`src/logic/rxsc_defs.vh`:
```
// Register map, thresholds and reset values of the receive statistics block
`ifndef RXSC_DEFS_VH
`define RXSC_DEFS_VH

// Counter register byte addresses
`define RXSC_GIANT_CRC_ADDR   32'h440001A0
`define RXSC_SHORT_GOOD_ADDR  32'h440001A4
`define RXSC_LONG_GOOD_ADDR   32'h440001A8
`define RXSC_BIN_64_ADDR      32'h440001AC
`define RXSC_BIN_65_ADDR      32'h440001B0
`define RXSC_BIN_128_ADDR     32'h440001B4
`define RXSC_BIN_256_ADDR     32'h440001B8
`define RXSC_BIN_512_ADDR     32'h440001BC
`define RXSC_BIN_1024_ADDR    32'h440001C0
`define RXSC_UNICAST_ADDR     32'h440001C4
`define RXSC_LEN_MISM_ADDR    32'h440001C8
`define RXSC_TYPE_OOR_ADDR    32'h440001CC
`define RXSC_PAUSE_ADDR       32'h440001D0
`define RXSC_OVF_DROP_ADDR    32'h440001D4

// Configuration register (size options)
`define RXSC_CFG_ADDR         32'h440001F0
`define RXSC_CFG_RESET        32'h00000000
`define RXSC_CFG_JUMBO_BIT    20
`define RXSC_CFG_SIZE2K_BIT   27

// Counter indices and count
`define RXSC_IDX_GIANT        0
`define RXSC_IDX_SHORT        1
`define RXSC_IDX_LONG         2
`define RXSC_IDX_BIN64        3
`define RXSC_IDX_BIN65        4
`define RXSC_IDX_BIN128       5
`define RXSC_IDX_BIN256       6
`define RXSC_IDX_BIN512       7
`define RXSC_IDX_BIN1024      8
`define RXSC_IDX_UNICAST      9
`define RXSC_IDX_LEN_MISM     10
`define RXSC_IDX_TYPE_OOR     11
`define RXSC_IDX_PAUSE        12
`define RXSC_IDX_OVF_DROP     13
`define RXSC_NUM_CNT          14

// Counter widths: wide (32-bit) counters are marked in this mask
`define RXSC_WIDE_MASK        14'h03F8
`define RXSC_WIDE_W           32
`define RXSC_NARROW_W         16
`define RXSC_CNT_RESET        32'h00000000

// Frame length thresholds in bytes (CRC included, preamble excluded)
`define RXSC_STD_MAX          14'h05EE
`define RXSC_VLAN_MAX         14'h05F2
`define RXSC_JUMBO_MAX        14'h233A
`define RXSC_JUMBO_VLAN_MAX   14'h233E
`define RXSC_SIZE2K_MAX       14'h07D0
`define RXSC_MIN_FRAME        14'h0040
`define RXSC_BIN_65           14'h0041
`define RXSC_BIN_127          14'h007F
`define RXSC_BIN_128          14'h0080
`define RXSC_BIN_255          14'h00FF
`define RXSC_BIN_256          14'h0100
`define RXSC_BIN_511          14'h01FF
`define RXSC_BIN_512          14'h0200
`define RXSC_BIN_1023         14'h03FF
`define RXSC_BIN_1024         14'h0400

// Length/type field limits and header overheads
`define RXSC_LT_MAX_LEN       16'h05DC
`define RXSC_LT_MIN_TYPE      16'h0600
`define RXSC_HDR_STD          14'h0012
`define RXSC_HDR_VLAN         14'h0016
`define RXSC_MIN_PAYLOAD      14'h002E
`define RXSC_MIN_PAYLOAD_VLAN 14'h002A

`endif

```
`src/logic/rxsc_counter.v`:
```
// One read-only statistics counter that wraps at its own width
`timescale 1ns/1ps
`include "rxsc_defs.vh"

module rxsc_counter #(
  parameter CNT_W = 32
) (
  input  wire        ref_clk,
  input  wire        sys_rst,
  input  wire        inc,
  output wire [31:0] count
);

  // Bits above CNT_W are held at zero so they read as zero
  localparam [31:0] CNT_MASK = {32{1'b1}} >> (32 - CNT_W);

  reg  [31:0] count_r;   // Current count
  wire [31:0] count_nxt; // Count after one more frame

  // All-ones plus one lands on zero through the mask
  assign count_nxt = (count_r + 32'h00000001) & CNT_MASK;

  // Advance by one per qualifying frame, clear on reset
  always @(posedge ref_clk) begin
    if (sys_rst) begin
      count_r <= `RXSC_CNT_RESET;
    end else if (inc) begin
      count_r <= count_nxt;
    end
  end

  assign count = count_r;

endmodule // rxsc_counter

```
`src/logic/rxsc_top.v`:
```
// Receive frame statistics counters with register read port
//
// Strobed register access was left to the implementer.
`timescale 1ns/1ps
`include "rxsc_defs.vh"

module rxsc_top #(
  parameter LEN_W = 14
) (
  input  wire             ref_clk,
  input  wire             sys_rst,
  input  wire             frm_done,
  input  wire [LEN_W-1:0] frm_len,
  input  wire [15:0]      frm_len_type,
  input  wire             frm_vlan,
  input  wire             frm_crc_err,
  input  wire             frm_any_err,
  input  wire             frm_unicast,
  input  wire             frm_pause_ok,
  input  wire             frm_retried,
  input  wire             frm_ovf_drop,
  input  wire [31:0]      reg_addr,
  input  wire [31:0]      reg_wdata,
  input  wire             reg_wr,
  input  wire             reg_rd,
  output wire [31:0]      reg_rdata,
  output wire             cfg_jumbo_en,
  output wire             cfg_size2k_en
);

  // ---------------------------------------------------------------
  // Configuration register
  // ---------------------------------------------------------------

  reg  [31:0] cfg_r;   // Size option bits
  wire [31:0] cfg_nxt; // Next value of the size options

  // Only the two option bits are kept, the rest read as zero
  assign cfg_nxt = reg_wdata & ((32'h00000001 << `RXSC_CFG_JUMBO_BIT)
                               | (32'h00000001 << `RXSC_CFG_SIZE2K_BIT));

  // Software updates the size options with a write strobe
  always @(posedge ref_clk) begin
    if (sys_rst) begin
      cfg_r <= `RXSC_CFG_RESET;
    end else if (reg_wr && (reg_addr == `RXSC_CFG_ADDR)) begin
      cfg_r <= cfg_nxt;
    end
  end

  // Option bits fed back out for the rest of the MAC
  assign cfg_jumbo_en  = cfg_r[`RXSC_CFG_JUMBO_BIT];
  assign cfg_size2k_en = cfg_r[`RXSC_CFG_SIZE2K_BIT];

  // ---------------------------------------------------------------
  // Frame capture stage
  // ---------------------------------------------------------------

  reg             evt_r;       // Frame report taken last cycle
  reg [LEN_W-1:0] len_r;       // Frame length with CRC
  reg [15:0]      lt_r;        // Length/type field
  reg             vlan_r;      // Frame carried a VLAN tag
  reg             crc_err_r;   // CRC error seen
  reg             any_err_r;   // Any error seen
  reg             unicast_r;   // Destination was unicast
  reg             pause_ok_r;  // PAUSE frame found valid
  reg             retried_r;   // Frame was a retry
  reg             ovf_r;       // Frame dropped by FIFO overflow

  // Register the frame report so the compares start from flops
  always @(posedge ref_clk) begin
    if (sys_rst) begin
      evt_r      <= 1'b0;
      len_r      <= {LEN_W{1'b0}};
      lt_r       <= 16'h0000;
      vlan_r     <= 1'b0;
      crc_err_r  <= 1'b0;
      any_err_r  <= 1'b0;
      unicast_r  <= 1'b0;
      pause_ok_r <= 1'b0;
      retried_r  <= 1'b0;
      ovf_r      <= 1'b0;
    end else begin
      evt_r <= frm_done;
      ovf_r <= frm_ovf_drop;
      // Details are only loaded with a report
      if (frm_done) begin
        len_r      <= frm_len;
        lt_r       <= frm_len_type;
        vlan_r     <= frm_vlan;
        crc_err_r  <= frm_crc_err;
        any_err_r  <= frm_any_err;
        unicast_r  <= frm_unicast;
        pause_ok_r <= frm_pause_ok;
        retried_r  <= frm_retried;
      end
    end
  end

  // ---------------------------------------------------------------
  // Size limits chosen by tag and options
  // ---------------------------------------------------------------

  reg [LEN_W-1:0] giant_lim; // Length above which a frame is giant
  reg [LEN_W-1:0] max_size;  // Largest frame that is not oversize

  // Giant limit follows jumbo mode and the tag
  always @* begin
    if (cfg_jumbo_en) begin
      // Jumbo frames move the giant limit up
      giant_lim = vlan_r ? `RXSC_JUMBO_VLAN_MAX : `RXSC_JUMBO_MAX;
    end else begin
      // Standard limits
      giant_lim = vlan_r ? `RXSC_VLAN_MAX : `RXSC_STD_MAX;
    end
  end

  // Maxsize follows the 2000-byte option and the tag
  always @* begin
    if (cfg_size2k_en) begin
      // 2000-byte option overrides the tag
      max_size = `RXSC_SIZE2K_MAX;
    end else begin
      // Standard maxsize
      max_size = vlan_r ? `RXSC_VLAN_MAX : `RXSC_STD_MAX;
    end
  end

  // ---------------------------------------------------------------
  // Length field check
  // ---------------------------------------------------------------

  wire [LEN_W-1:0] hdr_len;    // Header plus CRC bytes
  wire [LEN_W-1:0] pay_len;    // Payload bytes actually received
  wire [LEN_W-1:0] pad_len;    // Payload size of a padded frame
  wire [15:0]      pay_len_w;  // Payload at the field's width
  wire             lt_is_len;  // Field holds a length
  wire             lt_oor;     // Field is in the forbidden gap
  reg              len_mism;   // Field disagrees with frame size

  assign hdr_len   = vlan_r ? `RXSC_HDR_VLAN : `RXSC_HDR_STD;
  assign pay_len   = (len_r > hdr_len) ? (len_r - hdr_len) : {LEN_W{1'b0}};
  assign pad_len   = vlan_r ? `RXSC_MIN_PAYLOAD_VLAN : `RXSC_MIN_PAYLOAD;
  assign pay_len_w = {{(16 - LEN_W){1'b0}}, pay_len};
  assign lt_is_len = (lt_r <= `RXSC_LT_MAX_LEN);

  // Gap between largest length and smallest type value
  assign lt_oor = (lt_r > `RXSC_LT_MAX_LEN) && (lt_r < `RXSC_LT_MIN_TYPE);

  // Compare only when the field is a length
  always @* begin
    len_mism = 1'b0;
    if (lt_is_len) begin
      if (lt_r > pay_len_w) begin
        // Field claims more data than arrived
        len_mism = 1'b1;
      end else if (lt_r < pay_len_w) begin
        // Shorter field is fine only when the payload is just padding
        len_mism = (pay_len != pad_len);
      end else begin
        // Exact match
        len_mism = 1'b0;
      end
    end
  end

  // ---------------------------------------------------------------
  // Frame classification
  // ---------------------------------------------------------------

  wire                    good;     // Frame had no error
  reg [`RXSC_NUM_CNT-1:0] cnt_inc;  // One increment per counter

  assign good = ~any_err_r;

  // Each counter's condition, qualified by the frame report except the overflow drop count
  always @* begin
    cnt_inc = {`RXSC_NUM_CNT{1'b0}};
    if (evt_r) begin
      // Giant and CRC error together
      cnt_inc[`RXSC_IDX_GIANT] = (len_r > giant_lim) && crc_err_r;
      // Short error-free frames
      cnt_inc[`RXSC_IDX_SHORT] = good && (len_r < `RXSC_MIN_FRAME);
      // Long error-free frames
      cnt_inc[`RXSC_IDX_LONG]  = good && (len_r > max_size);
      // Histogram bins take good and bad frames alike
      cnt_inc[`RXSC_IDX_BIN64] = (len_r == `RXSC_MIN_FRAME);
      cnt_inc[`RXSC_IDX_BIN65] = (len_r >= `RXSC_BIN_65)
                               && (len_r <= `RXSC_BIN_127);
      cnt_inc[`RXSC_IDX_BIN128] = (len_r >= `RXSC_BIN_128)
                                && (len_r <= `RXSC_BIN_255);
      cnt_inc[`RXSC_IDX_BIN256] = (len_r >= `RXSC_BIN_256)
                                && (len_r <= `RXSC_BIN_511);
      cnt_inc[`RXSC_IDX_BIN512] = (len_r >= `RXSC_BIN_512)
                                && (len_r <= `RXSC_BIN_1023);
      // Top bin stops at maxsize and skips retries
      cnt_inc[`RXSC_IDX_BIN1024] = (len_r >= `RXSC_BIN_1024)
                                 && (len_r <= max_size)
                                 && !retried_r;
      // Good unicast frames
      cnt_inc[`RXSC_IDX_UNICAST]  = good && unicast_r;
      // Length field disagreement
      cnt_inc[`RXSC_IDX_LEN_MISM] = len_mism;
      // Forbidden length/type values
      cnt_inc[`RXSC_IDX_TYPE_OOR] = lt_oor;
      // PAUSE must be good and valid
      cnt_inc[`RXSC_IDX_PAUSE]    = good && pause_ok_r;
    end
    // Dropped frames come on their own strobe
    cnt_inc[`RXSC_IDX_OVF_DROP] = ovf_r;
  end

  // ---------------------------------------------------------------
  // Counter bank
  // ---------------------------------------------------------------

  wire [32*`RXSC_NUM_CNT-1:0] cnt_flat; // All counts side by side

  // One counter per statistic, width taken from the wide mask
  genvar gi;
  generate
    for (gi = 0; gi < `RXSC_NUM_CNT; gi = gi + 1) begin : g_cnt
      localparam [`RXSC_NUM_CNT-1:0] WIDE_MASK = `RXSC_WIDE_MASK;
      localparam CW = WIDE_MASK[gi] ? `RXSC_WIDE_W : `RXSC_NARROW_W;
      rxsc_counter #(
        .CNT_W (CW)
      ) u_cnt (
        .ref_clk (ref_clk),
        .sys_rst (sys_rst),
        .inc     (cnt_inc[gi]),
        .count   (cnt_flat[gi*32 +: 32])
      );
    end
  endgenerate

  // ---------------------------------------------------------------
  // Register read port
  // ---------------------------------------------------------------

  reg  [31:0] rdata_r;   // Read data, valid the cycle after the strobe
  reg  [31:0] rdata_nxt; // Data selected by the address
  wire [31:0] addr_off;  // Address relative to the first counter
  wire [3:0]  rd_idx;    // Counter selected by the address
  wire        in_bank;   // Address falls on a counter

  assign addr_off = reg_addr - `RXSC_GIANT_CRC_ADDR;
  assign rd_idx   = addr_off[5:2];
  assign in_bank  = (addr_off[31:6] == 26'h0000000) && (addr_off[1:0] == 2'h0)
                  && (rd_idx < `RXSC_NUM_CNT);

  // Address decode; unmapped addresses read as zero
  always @* begin
    rdata_nxt = 32'h00000000;
    if (in_bank) begin
      // Counters are read only; writes to them do nothing
      rdata_nxt = cnt_flat[rd_idx*32 +: 32];
    end else if (reg_addr == `RXSC_CFG_ADDR) begin
      // Size options
      rdata_nxt = cfg_r;
    end else begin
      // Nothing mapped here
      rdata_nxt = 32'h00000000;
    end
  end

  // Hold read data for exactly the cycle after the strobe
  always @(posedge ref_clk) begin
    if (sys_rst) begin
      rdata_r <= 32'h00000000;
    end else if (reg_rd) begin
      rdata_r <= rdata_nxt;
    end else begin
      rdata_r <= 32'h00000000;
    end
  end

  assign reg_rdata = rdata_r;

endmodule // rxsc_top

```
`config.mk`:
```
export PLATFORM = sky130hd
export DESIGN_NAME = rxsc_top
export DESIGN_NICKNAME = d
export VERILOG_FILES = /design/src/logic/rxsc_counter.v /design/src/logic/rxsc_top.v
export VERILOG_INCLUDE_DIRS = /design/src /design/src/logic
export SDC_FILE = /design/constraint.sdc
export NUM_CORES = 1
export LEC_CHECK = 0
export BUFFER_PORTS_ARGS = -buffer_cell sky130_fd_sc_hd__buf_2
export CAP_MARGIN = 5
export CORE_ASPECT_RATIO = 1.25
export CORE_MARGIN = 8
export CORE_UTILIZATION = 40
export CTS_BUF_LIST = sky130_fd_sc_hd__clkbuf_2
export DETAILED_ROUTE_END_ITERATION = 10
export SLEW_MARGIN = 20
export SYNTH_ARGS = -nofsm -noshare
export SYNTH_HDL_FRONTEND = slang
export SYNTH_SLANG_ARGS = --single-unit
export TNS_END_PERCENT = 100
```
`constraint.sdc`:
```
create_clock -name ref_clk -period 4.6 [get_ports ref_clk]
set_clock_uncertainty 0.2 [all_clocks]
set_input_delay 1.15 -clock ref_clk [delete_from_list [all_inputs] [get_ports ref_clk]]
set_output_delay 1.15 -clock ref_clk [all_outputs]
set_load 0.005 [all_outputs]
```
==> results.yml <==
placed_design:
  gp_congestion: 0.8860
  dpl.hpwl_um: 42630
  dp_slack_ns: -0.09745
  port_buffers: 109
synthesis:
  async_reset_ff_frac: 0
  synthXorXnorAreaFrac: 0.09950
  synthMuxAreaShare: 0.1147
  synthSimpleGateAreaFrac: 0.2511
  synthAdderAreaFrac: 0.02831
  synth_top_family_by_area: "simple AND/OR/NAND/NOR gates"
  syn-num-nets: 2564
  synth-seq-cells: 408
  synth_edf_count: 0
  synth_cell_types: 78
  yosys_warnings: 0
  yosysTopAreaCell: "dfxtp_1"
  ys_seq_area_frac: 0.3803
  synthFlopType: "dfxtp_1"
  yosys-top-cells-area: "dfxtp_1, mux4_2, nor2_1"
  syn_avg_cell_area_um2: 8.912
  syn_area_mm2: 0.02148
  synth_compound_area_frac: 0.09362
  synth_cells: 2410
  synth_top_cell_area_share: 0.3803
clock_network:
  numCtsBuffers: 103
  htreeDepth: 3
  ctsRootBufferMaster: "clkbuf_2"
  clock-sinks: 408
  cts.path.max_buffers: 3
  postCtsHoldBufs: 0
  insertion_delay_ns: 1.07
  cts_tree: "done"
  clkSlewWorstSetupHoldPaths_ns: 0.10
route:
  drt_iter0_markers: 1068
  viasPerCell: 5.587
  drc: 0
  drt_first_pass_iters: 5
  ant_nets: 0
  vias: 18470
  drt_wl_total_um: 58330
  wl_per_cell_um: 17.64
timing:
  worst_pin_slew_ns: 1.103
  setup_viol: 0
  max_slew_margin: 0.2649
  setup_slack_ns: 0.1658
  max_freq_mhz: 225.5
  fin_crit_sh: 0.9640
  hold_violations: 0
  period_needed_ns: 4.434
  slew_violations: 0
  setup_tns_ns: 0
  holdWs_ns: 0.1464
pwr:
  leakagePower_nw: 8.696
  fin_total_pwr_mw: 6.707
  powerDensity_mw_per_mm2: 281.6
  vdd_drop_max_uv: 139.8
final_layout:
  nNetsFinal: 2691
  multi_input_area_mm2: 0.01265
  drive_gt1_frac: 0.1742
  syn_to_final_growth_pct: 10.90
  final_common_cell: "dfxtp_1"
  final_cell_mix: "dfxtp_1, nor2_1, nand2_1"
  regArea_mm2: 0.008168
  fillers: 5128
worst_hold_path:
  min_path_type: "primary input to register"
worst_setup_path:
  crit_path_end_kind: "register"
  crit_chain: "inv_1 > ha_1 > a211o_1 > a2111oi_4 > nor3b_2 > mux2i_1 > ha_1 > a21o_1 > a211oi_1 > o21ai_0 > a211oi_2 > o31ai_2 > buf_12 > or4_1 > a21oi_1"
  cp_slowest_cell: "or4_1"
  critPathMaxFanout: 24
  crit_buf_inv: 2
  crit_top_cell: "ha_1"
  cp.required_ns: 5.33
  cp.arrival_ns: 5.16
  cp_slowest_stage_delay_ns: 0.51
  startpoint_type: "register"
  criticalPathCategory: "register to register"
  path_delay_family: "compound AO/OA/AOI/OAI gates"
floorplan:
  start_util: 0.4024
  die_area_mm2: 0.06141
  dieHeight_um: 275.1
  die_w_um: 223.3
  ios: 140
  core_mm2: 0.05337
  rows: 95
global_route:
  overflow: 0
  grt_pass1_vias: 18350
  antenna_found_initial: 4
  grt_max_degree: 117
  grt_first_pass_wirelength_um: 94200
  track_usage: 0.1871
job:
  max_cap_viol_count: 0
status:
  status: "complete, no violations"
==> worst paths after layout <==
path	depth (start not counted)	from	end	slack, ns
max	15	vlan_r	g_cnt[10].u_cnt.count[11]	0.17
min	2	frm_ovf_drop	ovf_r	0.15
max reg2reg	15	vlan_r	g_cnt[10].u_cnt.count[11]	0.17
min reg2reg	2	g_cnt[1].u_cnt.count[15]	g_cnt[1].u_cnt.count[15]	0.29
==> area by class of cell <==
| cell class | count | area share |
|---|---|---|
| multi-input cells | 1825 | 0.5313 |
| flip-flops and latches | 408 | 0.3429 |
| repair buffers | 150 | 0.03992 |
| well taps | 679 | 0.03567 |
| clock buffers | 147 | 0.03089 |
| clock inverters | 44 | 0.01119 |
| inverters | 49 | 0.007722 |
| diodes | 4 | 0.0004202 |
==> cell families after synthesis <==
| logic type | Yosys count |
|---|---|
| mux | 160 |
| simple gates | 1062 |
| xor+xnor | 244 |
| fa+ha+maj | 48 |
| flops | 408 |
| buf+inv | 177 |
| compound gates | 311 |
==> Yosys cell counts, types with 31 or more instances <==
cell and instances:
dfxtp_1 408, nor2_1 368, nand2_1 161, xor2_1 139
a21oi_1 108, clkbuf_1 105, xnor2_1 105, nand3_1 102
nand4_1 84, o21ai_0 72, or3_1 68, mux4_2 64
and3_1 60, inv_1 49, mux2_2 49, ha_1 47
mux2i_1 47, nor3_1 42, or4_1 33, nor4_1 31
==> state kept, by name, indices dropped and copies added (netlist names), 2 cells and up <==
| register | count |
|---|---|
| g_cnt.u_cnt.count | 336 |
| reg_rdata | 32 |
| lt_r | 16 |
| len_r | 14 |
| cfg_r | 2 |
==> layer usage <==
| metal | global-route usage | routed length, um | share of wire | up-vias |
|---|---|---|---|---|
| li1 | - | - | - | 9005 |
| met4 | 0.1145 | 3051 | 0.052 | 2 |
| met3 | 0.03508 | 2864 | 0.049 | 146 |
| met1 | 0.2172 | 24200 | 0.41 | 8865 |
| met5 | 0 | 12 | 0.00021 | - |
| met2 | 0.3178 | 28200 | 0.48 | 454 |
==> stage by stage <==
stage / util / instances / instance area (um^2)
final: 0.4463 / 3306 / 23820
after global routing: 0.4463 / 3306 / 23820
after CTS: 0.4449 / 3300 / 23740
after detailed placement: 0.4260 / 3109 / 22730
after global placement: 0.4260 / 3109 / 22730
after floorplan: - / 2410 / 21480
==> report_power, final <==
part | leakage, nW | internal [mW] | total [mW] | switching (mW)
registers | 3.29 | 3.55 | 3.58 | 0.0266
clock network | 0.740 | 1.05 | 2.60 | 1.56
logic | 4.66 | 0.200 | 0.522 | 0.322
==> repair_timing <==
item	CTS	global route
pin swaps	0	2
setup endpoints to repair	4	16
gates resized for setup	1	9
buffers inserted	0	1
(Power assumes the default switching activity.)
